### config.mk
export PLATFORM = sky130hd
export DESIGN_NAME = spim_core
export DESIGN_NICKNAME = d
export VERILOG_FILES = /design/src/verilog/spim_pkg.sv /design/src/verilog/spim_core.sv
export SDC_FILE = /design/constraint.sdc
export NUM_CORES = 1
export LEC_CHECK = 0
export BUFFER_PORTS_ARGS = -buffer_cell sky130_fd_sc_hd__buf_2
export CORE_AREA = 5 5 95 97
export DETAILED_ROUTE_END_ITERATION = 10
export DIE_AREA = 0 0 100 102
export HOLD_SLACK_MARGIN = 0.03
export PLACE_DENSITY = 0.67
export SYNTH_ARGS = -nofsm -noshare
export SYNTH_HDL_FRONTEND = slang
export SYNTH_SLANG_ARGS = --single-unit
### constraint.sdc
create_clock -name clk -period 4.5 [get_ports clk]
set_input_delay 0.9 -clock clk [delete_from_list [all_inputs] [get_ports clk]]
set_output_delay 0.9 -clock clk [all_outputs]
set_load 0.005 [all_outputs]
### src/verilog/spim_pkg.sv
package spim_pkg;
  // register byte addresses on the apb bus
  localparam logic [11:0] ADDR_CTRL   = 12'h000;
  localparam logic [11:0] ADDR_STATUS = 12'h004;
  localparam logic [11:0] ADDR_DATA   = 12'h008;
  // control register fields
  localparam int CTRL_RATE0  = 0;
  localparam int CTRL_RATE1  = 1;
  localparam int CTRL_PHASE  = 2;
  localparam int CTRL_IDLE   = 3;
  localparam int CTRL_MASTER = 4;
  localparam int CTRL_PORTEN = 6;
  localparam int CTRL_IRQEN  = 7;
  localparam int CTRL_IMASK  = 8;
  localparam logic [8:0] CTRL_RESET = 9'h000;
  // status register fields
  localparam int STAT_FAULT = 4;
  localparam int STAT_COLL  = 6;
  localparam int STAT_DONE  = 7;
  // half sck period in cpu clocks for each rate code
  // fastest half period must cover the two-flop miso delay plus one
  localparam logic [7:0] HALF_DIV0 = 8'h04;
  localparam logic [7:0] HALF_DIV1 = 8'h08;
  localparam logic [7:0] HALF_DIV2 = 8'h10;
  localparam logic [7:0] HALF_DIV3 = 8'h40;
  localparam logic [3:0] BITS_PER_BYTE = 4'h8;
  typedef enum logic [2:0] {
    ST_IDLE  = 3'b001,
    ST_LEAD  = 3'b010,
    ST_TRAIL = 3'b100
  } spim_state_t;
endpackage

### src/verilog/spim_core.sv
// Behaviour
// - full duplex, one bit per sck, most significant bit first
// - master drives sck and mosi, samples miso
// - slave takes sck from pin, samples mosi, drives miso
// - master transfer starts on a data register write
// - data write loads the 8-bit shifter which shifts out msb first
// - a byte is exactly eight sck pulses, shifting in and out together
// - done flag sets at byte end; irq when enabled and not masked
// - received byte copied to read buffer as done sets; data reads return it
// - done clears after status access while set, then a data read
// - data writes ignored while done set until status is read
// - rate bits have no effect in slave mode
// - slave transfer begins with sck edges from the master
// - master stays enabled only while select input is high
// - master clear and port enable set gives slave mode on pins
// - idle level bit sets sck level outside transfers
// - phase set: second edge captures msb
// - phase clear: first edge captures msb
// - master presents each bit one edge before its capture edge
// - slave data register frozen against writes while select is low
// - slave handles sck up to about a quarter of the cpu clock
// - write during transfer discarded, sets collision flag, no irq
// - select low in master mode sets fault, clears enable and master
//
// Local design decisions: the APB register port and the placing of the registers.
`timescale 1ns/1ps
`default_nettype none
module spim_core
  import spim_pkg::*;
(
  input  wire logic        clk,
  input  wire logic        nrst,
  input  wire logic        psel,
  input  wire logic        penable,
  input  wire logic        pwrite,
  input  wire logic [11:0] paddr,
  input  wire logic [31:0] pwdata,
  output logic      [31:0] prdata,
  output logic             pready,
  output logic             pslverr,
  input  wire logic        sck_in,
  output logic             sck_out,
  output logic             sck_oe,
  input  wire logic        mosi_in,
  output logic             mosi_out,
  output logic             mosi_oe,
  input  wire logic        miso_in,
  output logic             miso_out,
  output logic             miso_oe,
  input  wire logic        ss_n,
  output logic             irq
);
  logic [8:0]  ctrl;
  logic        done_flag;
  logic        coll_flag;
  logic        fault_flag;
  logic        done_armed;
  logic        fault_armed;
  logic [7:0]  shifter;
  logic [7:0]  rx_buf;
  logic        tx_bit;
  logic [3:0]  bit_cnt;
  logic [7:0]  div_cnt;
  spim_state_t state;
  logic        sck_q1, sck_q2, sck_q3;
  logic        mosi_q1, mosi_q2;
  logic        miso_q1, miso_q2;
  logic        ss_q1, ss_q2;

  // control fields decoded once
  logic master, enabled, phase, idle_lvl;
  assign master   = ctrl[CTRL_MASTER];
  assign enabled  = ctrl[CTRL_PORTEN];
  assign phase    = ctrl[CTRL_PHASE];
  assign idle_lvl = ctrl[CTRL_IDLE];

  // apb access phase and address decode
  logic acc, wr, rd, hit_ctrl, hit_stat, hit_data;
  assign acc      = psel && penable;
  assign wr       = acc && pwrite;
  assign rd       = acc && !pwrite;
  assign hit_ctrl = paddr == ADDR_CTRL;
  assign hit_stat = paddr == ADDR_STATUS;
  assign hit_data = paddr == ADDR_DATA;

  // two flops on every pin before use
  // the slave rate is limited by this delay, about a quarter of clk
  // select resets high so a cold start never looks selected
  always_ff @(posedge clk or negedge nrst) begin
    if (!nrst) begin
      sck_q1  <= 1'b0;
      sck_q2  <= 1'b0;
      sck_q3  <= 1'b0;
      mosi_q1 <= 1'b0;
      mosi_q2 <= 1'b0;
      miso_q1 <= 1'b0;
      miso_q2 <= 1'b0;
      ss_q1   <= 1'b1;
      ss_q2   <= 1'b1;
    end else begin
      sck_q1  <= sck_in;
      sck_q2  <= sck_q1;
      sck_q3  <= sck_q2;
      mosi_q1 <= mosi_in;
      mosi_q2 <= mosi_q1;
      miso_q1 <= miso_in;
      miso_q2 <= miso_q1;
      ss_q1   <= ss_n;
      ss_q2   <= ss_q1;
    end
  end

  // slave edges: leading edge leaves idle level, trailing edge returns
  logic s_edge, s_lead, s_trail, slave_on, slave_sel;
  assign slave_on  = enabled && !master;
  assign slave_sel = slave_on && !ss_q2;
  assign s_edge    = slave_sel && (sck_q2 != sck_q3);
  assign s_lead    = s_edge && (sck_q2 != idle_lvl);
  assign s_trail   = s_edge && (sck_q2 == idle_lvl);

  // master half period tick; rate only ever read in master mode
  logic [7:0] half_div;
  always_comb begin
    case (ctrl[CTRL_RATE1:CTRL_RATE0])
      2'b00:   half_div = HALF_DIV0;
      2'b01:   half_div = HALF_DIV1;
      2'b10:   half_div = HALF_DIV2;
      default: half_div = HALF_DIV3;
    endcase
  end

  // counter reloads while idle so each byte starts on a full half period
  logic m_tick, m_busy;
  assign m_busy = master && state != ST_IDLE;
  assign m_tick = m_busy && div_cnt == 8'h01;

  always_ff @(posedge clk or negedge nrst) begin
    if (!nrst) begin
      div_cnt <= 8'h00;
    end else if (!m_busy || m_tick) begin
      div_cnt <= half_div;
    end else begin
      div_cnt <= div_cnt - 8'h01;
    end
  end


  // master events come from the divider, slave events from the pin
  logic lead_ev, trail_ev, busy, start_m, fault_ev;
  assign lead_ev  = master ? (m_tick && state == ST_LEAD) : s_lead;
  assign trail_ev = master ? (m_tick && state == ST_TRAIL) : s_trail;
  assign busy     = state != ST_IDLE;
  assign fault_ev = master && enabled && !ss_q2;


  // writes are refused during a byte, while done waits, or slave selected
  logic data_wr, wr_block, wr_ok;
  assign data_wr  = wr && hit_data;
  assign wr_block = busy || (done_flag && !done_armed) || slave_sel;
  assign wr_ok    = data_wr && !wr_block;
  assign start_m  = wr_ok && master && enabled;


  // capture edge is lead when phase clear, trail when phase set
  logic cap_ev, shf_ev, last_bit;
  assign cap_ev   = phase ? trail_ev : lead_ev;
  assign shf_ev   = phase ? lead_ev : trail_ev;
  assign last_bit = bit_cnt == BITS_PER_BYTE - 4'h1;
  // master listens on miso, slave on mosi
  logic in_bit;
  assign in_bit = master ? miso_q2 : mosi_q2;

  always_ff @(posedge clk or negedge nrst) begin
    if (!nrst) begin
      state <= ST_IDLE;
      // a fault, disable or slave deselect abandons the byte at once
    end else if (fault_ev || !enabled || (!master && ss_q2)) begin
      state <= ST_IDLE;
    end else begin
      case (state)
        ST_IDLE: begin
          if (start_m || s_lead) begin
            state <= ST_LEAD;
          end
        end
        ST_LEAD: begin
          if (lead_ev) begin
            state <= ST_TRAIL;
          end
        end
        ST_TRAIL: begin
          if (trail_ev) begin
            state <= (bit_cnt == BITS_PER_BYTE) ? ST_IDLE : ST_LEAD;
          end
        end
        default: state <= ST_IDLE;
      endcase
    end
  end


  // slave first lead edge arrives in idle, so count it there too
  logic lead_any;
  assign lead_any = lead_ev || (state == ST_IDLE && s_lead);

  logic cap_any;
  assign cap_any = phase ? trail_ev : lead_any;
  logic byte_end;
  assign byte_end = trail_ev && state == ST_TRAIL && bit_cnt == BITS_PER_BYTE;

  always_ff @(posedge clk or negedge nrst) begin
    if (!nrst) begin
      bit_cnt <= 4'h0;
    end else if (!busy && !s_lead) begin
      bit_cnt <= 4'h0;
    end else if (lead_any) begin
      bit_cnt <= bit_cnt + 4'h1;
    end
  end

  // shifter: capture into lsb, out bit is msb held in tx_bit
  always_ff @(posedge clk or negedge nrst) begin
    if (!nrst) begin
      shifter <= 8'h00;
      tx_bit  <= 1'b0;
    end else if (wr_ok) begin
      shifter <= pwdata[7:0];
      tx_bit  <= pwdata[7];
    end else if (cap_any) begin
      shifter <= {shifter[6:0], in_bit};
      // out bit moves on the shift edge, so it leads capture by one edge
    end else if (shf_ev) begin
      tx_bit  <= shifter[7];
    end else if (phase && lead_any && bit_cnt == 4'h0) begin
      tx_bit  <= shifter[7];
    end
  end


  // receive buffer and done flag
  logic done_set;
  assign done_set = byte_end && !phase ? 1'b1 : byte_end;
  always_ff @(posedge clk or negedge nrst) begin
    if (!nrst) begin
      rx_buf <= 8'h00;
    end else if (done_set) begin
      // with phase set the last capture and byte end share one edge
      rx_buf <= phase ? {shifter[6:0], in_bit} : shifter;
    end
  end

  always_ff @(posedge clk or negedge nrst) begin
    if (!nrst) begin
      done_flag  <= 1'b0;
      done_armed <= 1'b0;
    end else if (done_set) begin
      done_flag  <= 1'b1;
      done_armed <= 1'b0;
      // status access arms the clear; a data read completes it
    end else if (acc && hit_stat && done_flag) begin
      done_armed <= 1'b1;
    end else if (rd && hit_data && done_armed) begin
      done_flag  <= 1'b0;
      done_armed <= 1'b0;
    end
  end

  always_ff @(posedge clk or negedge nrst) begin
    if (!nrst) begin
      coll_flag <= 1'b0;
      // collision flag only reports; it never reaches irq
    end else if (data_wr && busy) begin
      coll_flag <= 1'b1;
    end else if (rd && hit_data && coll_flag) begin
      coll_flag <= 1'b0;
    end
  end


  // fault clears on status access then control write; set wins
  always_ff @(posedge clk or negedge nrst) begin
    if (!nrst) begin
      fault_flag  <= 1'b0;
      fault_armed <= 1'b0;
    end else if (fault_ev) begin
      fault_flag  <= 1'b1;
      fault_armed <= 1'b0;
    end else if (acc && hit_stat && fault_flag) begin
      fault_armed <= 1'b1;
    end else if (wr && hit_ctrl && fault_armed) begin
      fault_flag  <= 1'b0;
      fault_armed <= 1'b0;
    end
  end


  // master and enable stay low until the fault clear sequence starts
  logic [8:0] ctrl_wr;
  always_comb begin
    ctrl_wr = pwdata[8:0];
    if (fault_flag && !fault_armed) begin
      ctrl_wr[CTRL_MASTER] = 1'b0;
      ctrl_wr[CTRL_PORTEN] = 1'b0;
    end
  end
  always_ff @(posedge clk or negedge nrst) begin
    if (!nrst) begin
      ctrl <= CTRL_RESET;
    end else if (fault_ev) begin
      ctrl[CTRL_MASTER] <= 1'b0;
      ctrl[CTRL_PORTEN] <= 1'b0;
    end else if (wr && hit_ctrl) begin
      ctrl <= ctrl_wr;
    end
  end


  // pins: sck idles at the idle level, toggles per half period
  always_ff @(posedge clk or negedge nrst) begin
    if (!nrst) begin
      sck_out  <= 1'b0;
      sck_oe   <= 1'b0;
      mosi_out <= 1'b0;
      mosi_oe  <= 1'b0;
      miso_out <= 1'b0;
      miso_oe  <= 1'b0;
    end else begin
      sck_oe   <= master && enabled;
      mosi_oe  <= master && enabled;
      miso_oe  <= slave_sel;
      sck_out  <= (state == ST_TRAIL) ? !idle_lvl : idle_lvl;
      mosi_out <= tx_bit;
      miso_out <= tx_bit;
    end
  end


  // apb read mux, always ready, unmapped gives error
  // read data is registered in setup so it stands through the access
  always_ff @(posedge clk or negedge nrst) begin
    if (!nrst) begin
      prdata  <= 32'h0000_0000;
      pready  <= 1'b0;
      pslverr <= 1'b0;
    end else begin
      pready  <= psel && !penable;
      pslverr <= psel && !penable && !(hit_ctrl || hit_stat || hit_data);
      if (psel && !penable && hit_ctrl) begin
        prdata <= {23'h0, ctrl};
      end else if (psel && !penable && hit_stat) begin
        prdata <= {24'h0, done_flag, coll_flag, 1'b0, fault_flag, 4'h0};
      end else if (psel && !penable && hit_data) begin
        prdata <= {24'h0, rx_buf};
      end else begin
        prdata <= 32'h0000_0000;
      end
    end
  end

  always_ff @(posedge clk or negedge nrst) begin
    if (!nrst) begin
      irq <= 1'b0;
    end else begin
      // both events share one line, as they share one vector
      irq <= ctrl[CTRL_IRQEN] && !ctrl[CTRL_IMASK]
             && (done_flag || fault_flag);
    end
  end
endmodule
`default_nettype wire

==> impl_metrics.xml <==
<?xml version="1.0" encoding="UTF-8"?>
<metrics>
  <group name="timing">
    <metric name="slew_headroom" unit="%">24.63</metric>
    <metric name="tightestPinTransition" unit="ns">1.122</metric>
    <metric name="timing.final.max_slew_violations" unit="">0</metric>
    <metric name="finalSetupTns" unit="ns">0</metric>
    <metric name="hold_viol" unit="">0</metric>
    <metric name="max_clock_freq" unit="MHz">366.1</metric>
    <metric name="timing.clock.skew" unit="ns">0.01285</metric>
    <metric name="fin_crit_sh" unit="%">60.70</metric>
    <metric name="setup_violations" unit="">0</metric>
    <metric name="rsz0062_at_grt" unit="">no</metric>
    <metric name="timing.final.crit_period" unit="ns">2.732</metric>
  </group>
  <group name="global_route">
    <metric name="first_pass_grt_wire_length" unit="mm">11.30</metric>
    <metric name="overflow" unit="">0</metric>
    <metric name="grt.total_usage" unit="%">14.12</metric>
    <metric name="grt_pass1_vias" unit="">2307</metric>
    <metric name="maximum_number_of_pins_on_one_net_before_global_route_repair" unit="">46</metric>
    <metric name="grt_antenna_before_repair" unit="">0</metric>
  </group>
  <group name="worst_setup_path">
    <metric name="critical_path_slowest_stage_cell" unit="">sky130_fd_sc_hd__nor3_1</metric>
    <metric name="worstPathRequired" unit="ns">4.78</metric>
    <metric name="timing.critical_path.arrival" unit="ns">3.01</metric>
    <metric name="cp_cell_sequence" unit="">buf_2, nor4_1, nand4_1, nor3_1, a222oi_1, inv_1</metric>
    <metric name="max_stage_delay" unit="ns">0.93</metric>
    <metric name="critPathKind" unit="">input pin to flop</metric>
    <metric name="timing.critical_path.from_type" unit="">input pin</metric>
    <metric name="critical_path.max_fanout" unit="">8</metric>
    <metric name="cp-end-kind" unit="">flop</metric>
  </group>
  <group name="final_layout">
    <metric name="design.final.nets" unit="">413</metric>
    <metric name="finish.utilization" unit="%">47.86</metric>
    <metric name="layout-drive-gt1-share" unit="%">23.82</metric>
    <metric name="layout_overhead_on_the_synthesized_area" unit="%">13.61</metric>
    <metric name="antenna-diode-count" unit="">0</metric>
    <metric name="n_fill_cell" unit="">740</metric>
  </group>
  <group name="clock_network">
    <metric name="post_cts.resized_instances" unit="">0</metric>
    <metric name="setup_bufs_post_cts" unit="">0</metric>
    <metric name="clock_buffer_count_from_cts" unit="">9</metric>
    <metric name="cts_root_buf" unit="">sky130_fd_sc_hd__clkbuf_8</metric>
    <metric name="tritoncts_clock_tree" unit="">built</metric>
    <metric name="cts_htree_levels" unit="">3</metric>
    <metric name="cts.reportedPaths.clkPinSlew" unit="ns">0.07</metric>
    <metric name="cts_buffer_depth" unit="">2</metric>
    <metric name="clkLatencyLatePin" unit="ns">0.35</metric>
    <metric name="cts_hold_buffers" unit="">0</metric>
    <metric name="clock-sinks" unit="">71</metric>
  </group>
  <group name="routing">
    <metric name="drc" unit="">0</metric>
    <metric name="post_drt_via_cell_ratio" unit="">5.067</metric>
    <metric name="routed_wirelength" unit="mm">6.752</metric>
    <metric name="antenna_violating_nets_post_route" unit="">0</metric>
    <metric name="drtPass1Iterations" unit="">4</metric>
    <metric name="first_iter_violations" unit="">126</metric>
    <metric name="route.vias.total" unit="">2361</metric>
    <metric name="route.detailed.wl_per_inst" unit="um">14.49</metric>
  </group>
  <group name="floorplan">
    <metric name="io_pins" unit="">94</metric>
    <metric name="dieHeight" unit="um">102</metric>
    <metric name="placement_rows" unit="">33</metric>
    <metric name="full_die_area" unit="mm^2">0.01020</metric>
    <metric name="die_width" unit="um">100</metric>
    <metric name="initial_utilization" unit="%">42.13</metric>
    <metric name="core" unit="mm^2">0.008051</metric>
  </group>
  <group name="placement">
    <metric name="dp_hpwl" unit="mm">4.815</metric>
    <metric name="gpl.final_weighted_congestion" unit="">0.8003</metric>
    <metric name="portBuffers" unit="">47</metric>
  </group>
  <group name="power_and_ir_drop">
    <metric name="vdd_ir_drop_max" unit="mV">0.1898</metric>
    <metric name="power_density_normalized_to_cell_area" unit="mW/mm^2">329.7</metric>
    <metric name="p_leak" unit="nW">1.850</metric>
  </group>
  <group name="synth">
    <metric name="syn-instance-count" unit="">308</metric>
    <metric name="netlist-cell-type-count" unit="">54</metric>
    <metric name="ys_seq_elements" unit="">71</metric>
    <metric name="synthesis.area" unit="mm^2">0.003392</metric>
    <metric name="synth_warnings" unit="">0</metric>
    <metric name="syn-mean-instance-area" unit="um^2">11.01</metric>
    <metric name="synth.yosys.seq_area_share" unit="%">52.49</metric>
  </group>
  <group name="flow_run">
    <metric name="max-cap-violations" unit="">0</metric>
  </group>
  <group name="worst_hold_path">
    <metric name="class_of_the_tightest_hold_or_removal_check" unit="">flop to flop</metric>
  </group>
  <group name="outcome">
    <metric name="status" unit="">finished clean</metric>
  </group>
</metrics>
[stage by stage]
stage               hold slack [ns]  instances  setup slack (ns)  cell area [um^2]  power (mW)
global placement             0.3348        450             1.560              3625      0.7032
finish                       0.3523        466             1.768              3854       1.270
floorplan                    0.3312        330             1.960              3475      0.6875
detailed placement           0.3387        450             1.455              3625      0.7042
global route                 0.3613        466             1.705              3854       1.323
CTS                          0.3553        466             1.812              3854       1.287
[path summary, 6_finish.rpt]
kind / startpoint / end / slack [ns] / cells past startpoint
max: paddr[1] / prdata[6] / 1.77 / 6
min: mosi_q1 / mosi_q2 / 0.35 / 0
max reg2reg: state[0] / shifter[6] / 1.96 / 5
min reg2reg: mosi_q1 / mosi_q2 / 0.35 / 0
max in group asynchronous: nrst / ss_q2 / 2.81 / 2
min in group asynchronous: nrst / prdata[5] / 0.71 / 1
[worst max-delay path: cells and delay by family]
| kind | cells | cell delay, ns |
|---|---|---|
| AO/OA/AOI/OAI | 1 | 0.25 |
| buffers and inverters | 2 | 0.20 |
| AND/OR/NAND/NOR | 3 | 1.66 |
[report_power, final]
| part | switching, mW | internal (mW) | total, mW |
|---|---|---|---|
| clock | 0.249 | 0.330 | 0.579 |
| combinational | 0.0289 | 0.0145 | 0.0435 |
| sequential | 0.00338 | 0.644 | 0.648 |
[cells in the mapped netlist (all sizes together)]
cell,instances,area (um^2)
a211oi,2,40.04
a21boi,1,7.510
a21o,4,30.03
a21oi,16,83.83
a221o,7,70.07
a222oi,3,30.03
a22o,5,43.79
a22oi,1,7.510
a2bb2oi,1,8.760
a32o,2,20.02
and2,2,12.51
and3,6,37.54
and3b,3,26.28
buf,28,205.2
clkbuf,5,18.77
conb,1,3.750
dfrtp,68,1702
dfstp,3,78.83
ha,4,50.05
inv,11,41.29
mux2,8,90.09
mux2i,8,80.08
nand2,19,71.32
nand2b,2,12.51
nand3,11,55.05
nand3b,4,30.03
nand4,3,18.77
nand4b,1,8.760
nor2,28,112.6
nor2b,3,18.77
nor3,4,20.02
nor3b,6,50.05
nor4,5,52.55
nor4b,2,17.52
o211ai,2,20.02
o21a,1,7.510
o21ai,9,48.79
o22ai,2,12.51
o311ai,1,8.760
o31ai,1,7.510
or3,3,23.77
or3b,1,11.26
xnor2,7,61.31
xor2,4,35.03
[layout by cell type, fill, tap and decap left out, drive strengths merged, types with 5 or more instances in the layout]
cell,Yosys,final
xnor2,7,7
a221o,7,7
o21ai,9,9
and3,6,6
clkbuf,5,10
inv,11,12
mux2i,8,8
nor4,5,5
buf,28,48
conb,1,23
a22o,5,5
nand3,11,11
nor2,28,28
mux2,8,8
dfrtp,68,68
a21oi,16,16
nor3b,6,6
nand2,19,19
[metal layers]
metal | vias to the layer above | GRT usage, % | wire length, um
li1 | 1147 | - | -
met1 | 1136 | 18.49 | 3034
met2 | 65 | 22.22 | 3124
met3 | 13 | 3.003 | 433
met4 | 0 | 7.254 | 159
met5 | - | 0 | 0
[sequential cells by signal, indices dropped and copies added (netlist names), 3 cells and up]
register / count
bit_cnt: 4
ctrl: 9
div_cnt: 8
prdata: 9
rx_buf: 8
shifter: 8
state: 3
[logic make-up (layout without fill, tap and decap cells)]
kind of cell | Yosys count | count (layout) | share of synthesized area, %
adder cells (fa/ha/maj) | 4 | 4 | 1.476
flip-flops | 71 | 71 | 52.49
XOR/XNOR | 11 | 11 | 2.840
other | 1 | 23 | 0.1106
multiplexers | 16 | 16 | 5.017
AND/OR/NAND/NOR | 103 | 103 | 17.08
AO/OA/AOI/OAI | 58 | 58 | 13.17
buffers and inverters | 44 | 75 | 7.820
[cell type report]
| type | instances | area (um^2) | area share, % |
|---|---|---|---|
| clock inverter | 6 | 91.34 | 2.370 |
| timing repair buffer | 48 | 242.7 | 6.299 |
| multi-input combinational | 215 | 1429 | 37.08 |
| inverter | 11 | 41.29 | 1.071 |
| tap | 105 | 131.4 | 3.409 |
| sequential | 71 | 1780 | 46.20 |
| clock buffer | 10 | 137.6 | 3.571 |
No activity file was read; power rests on OpenSTA's default activity.
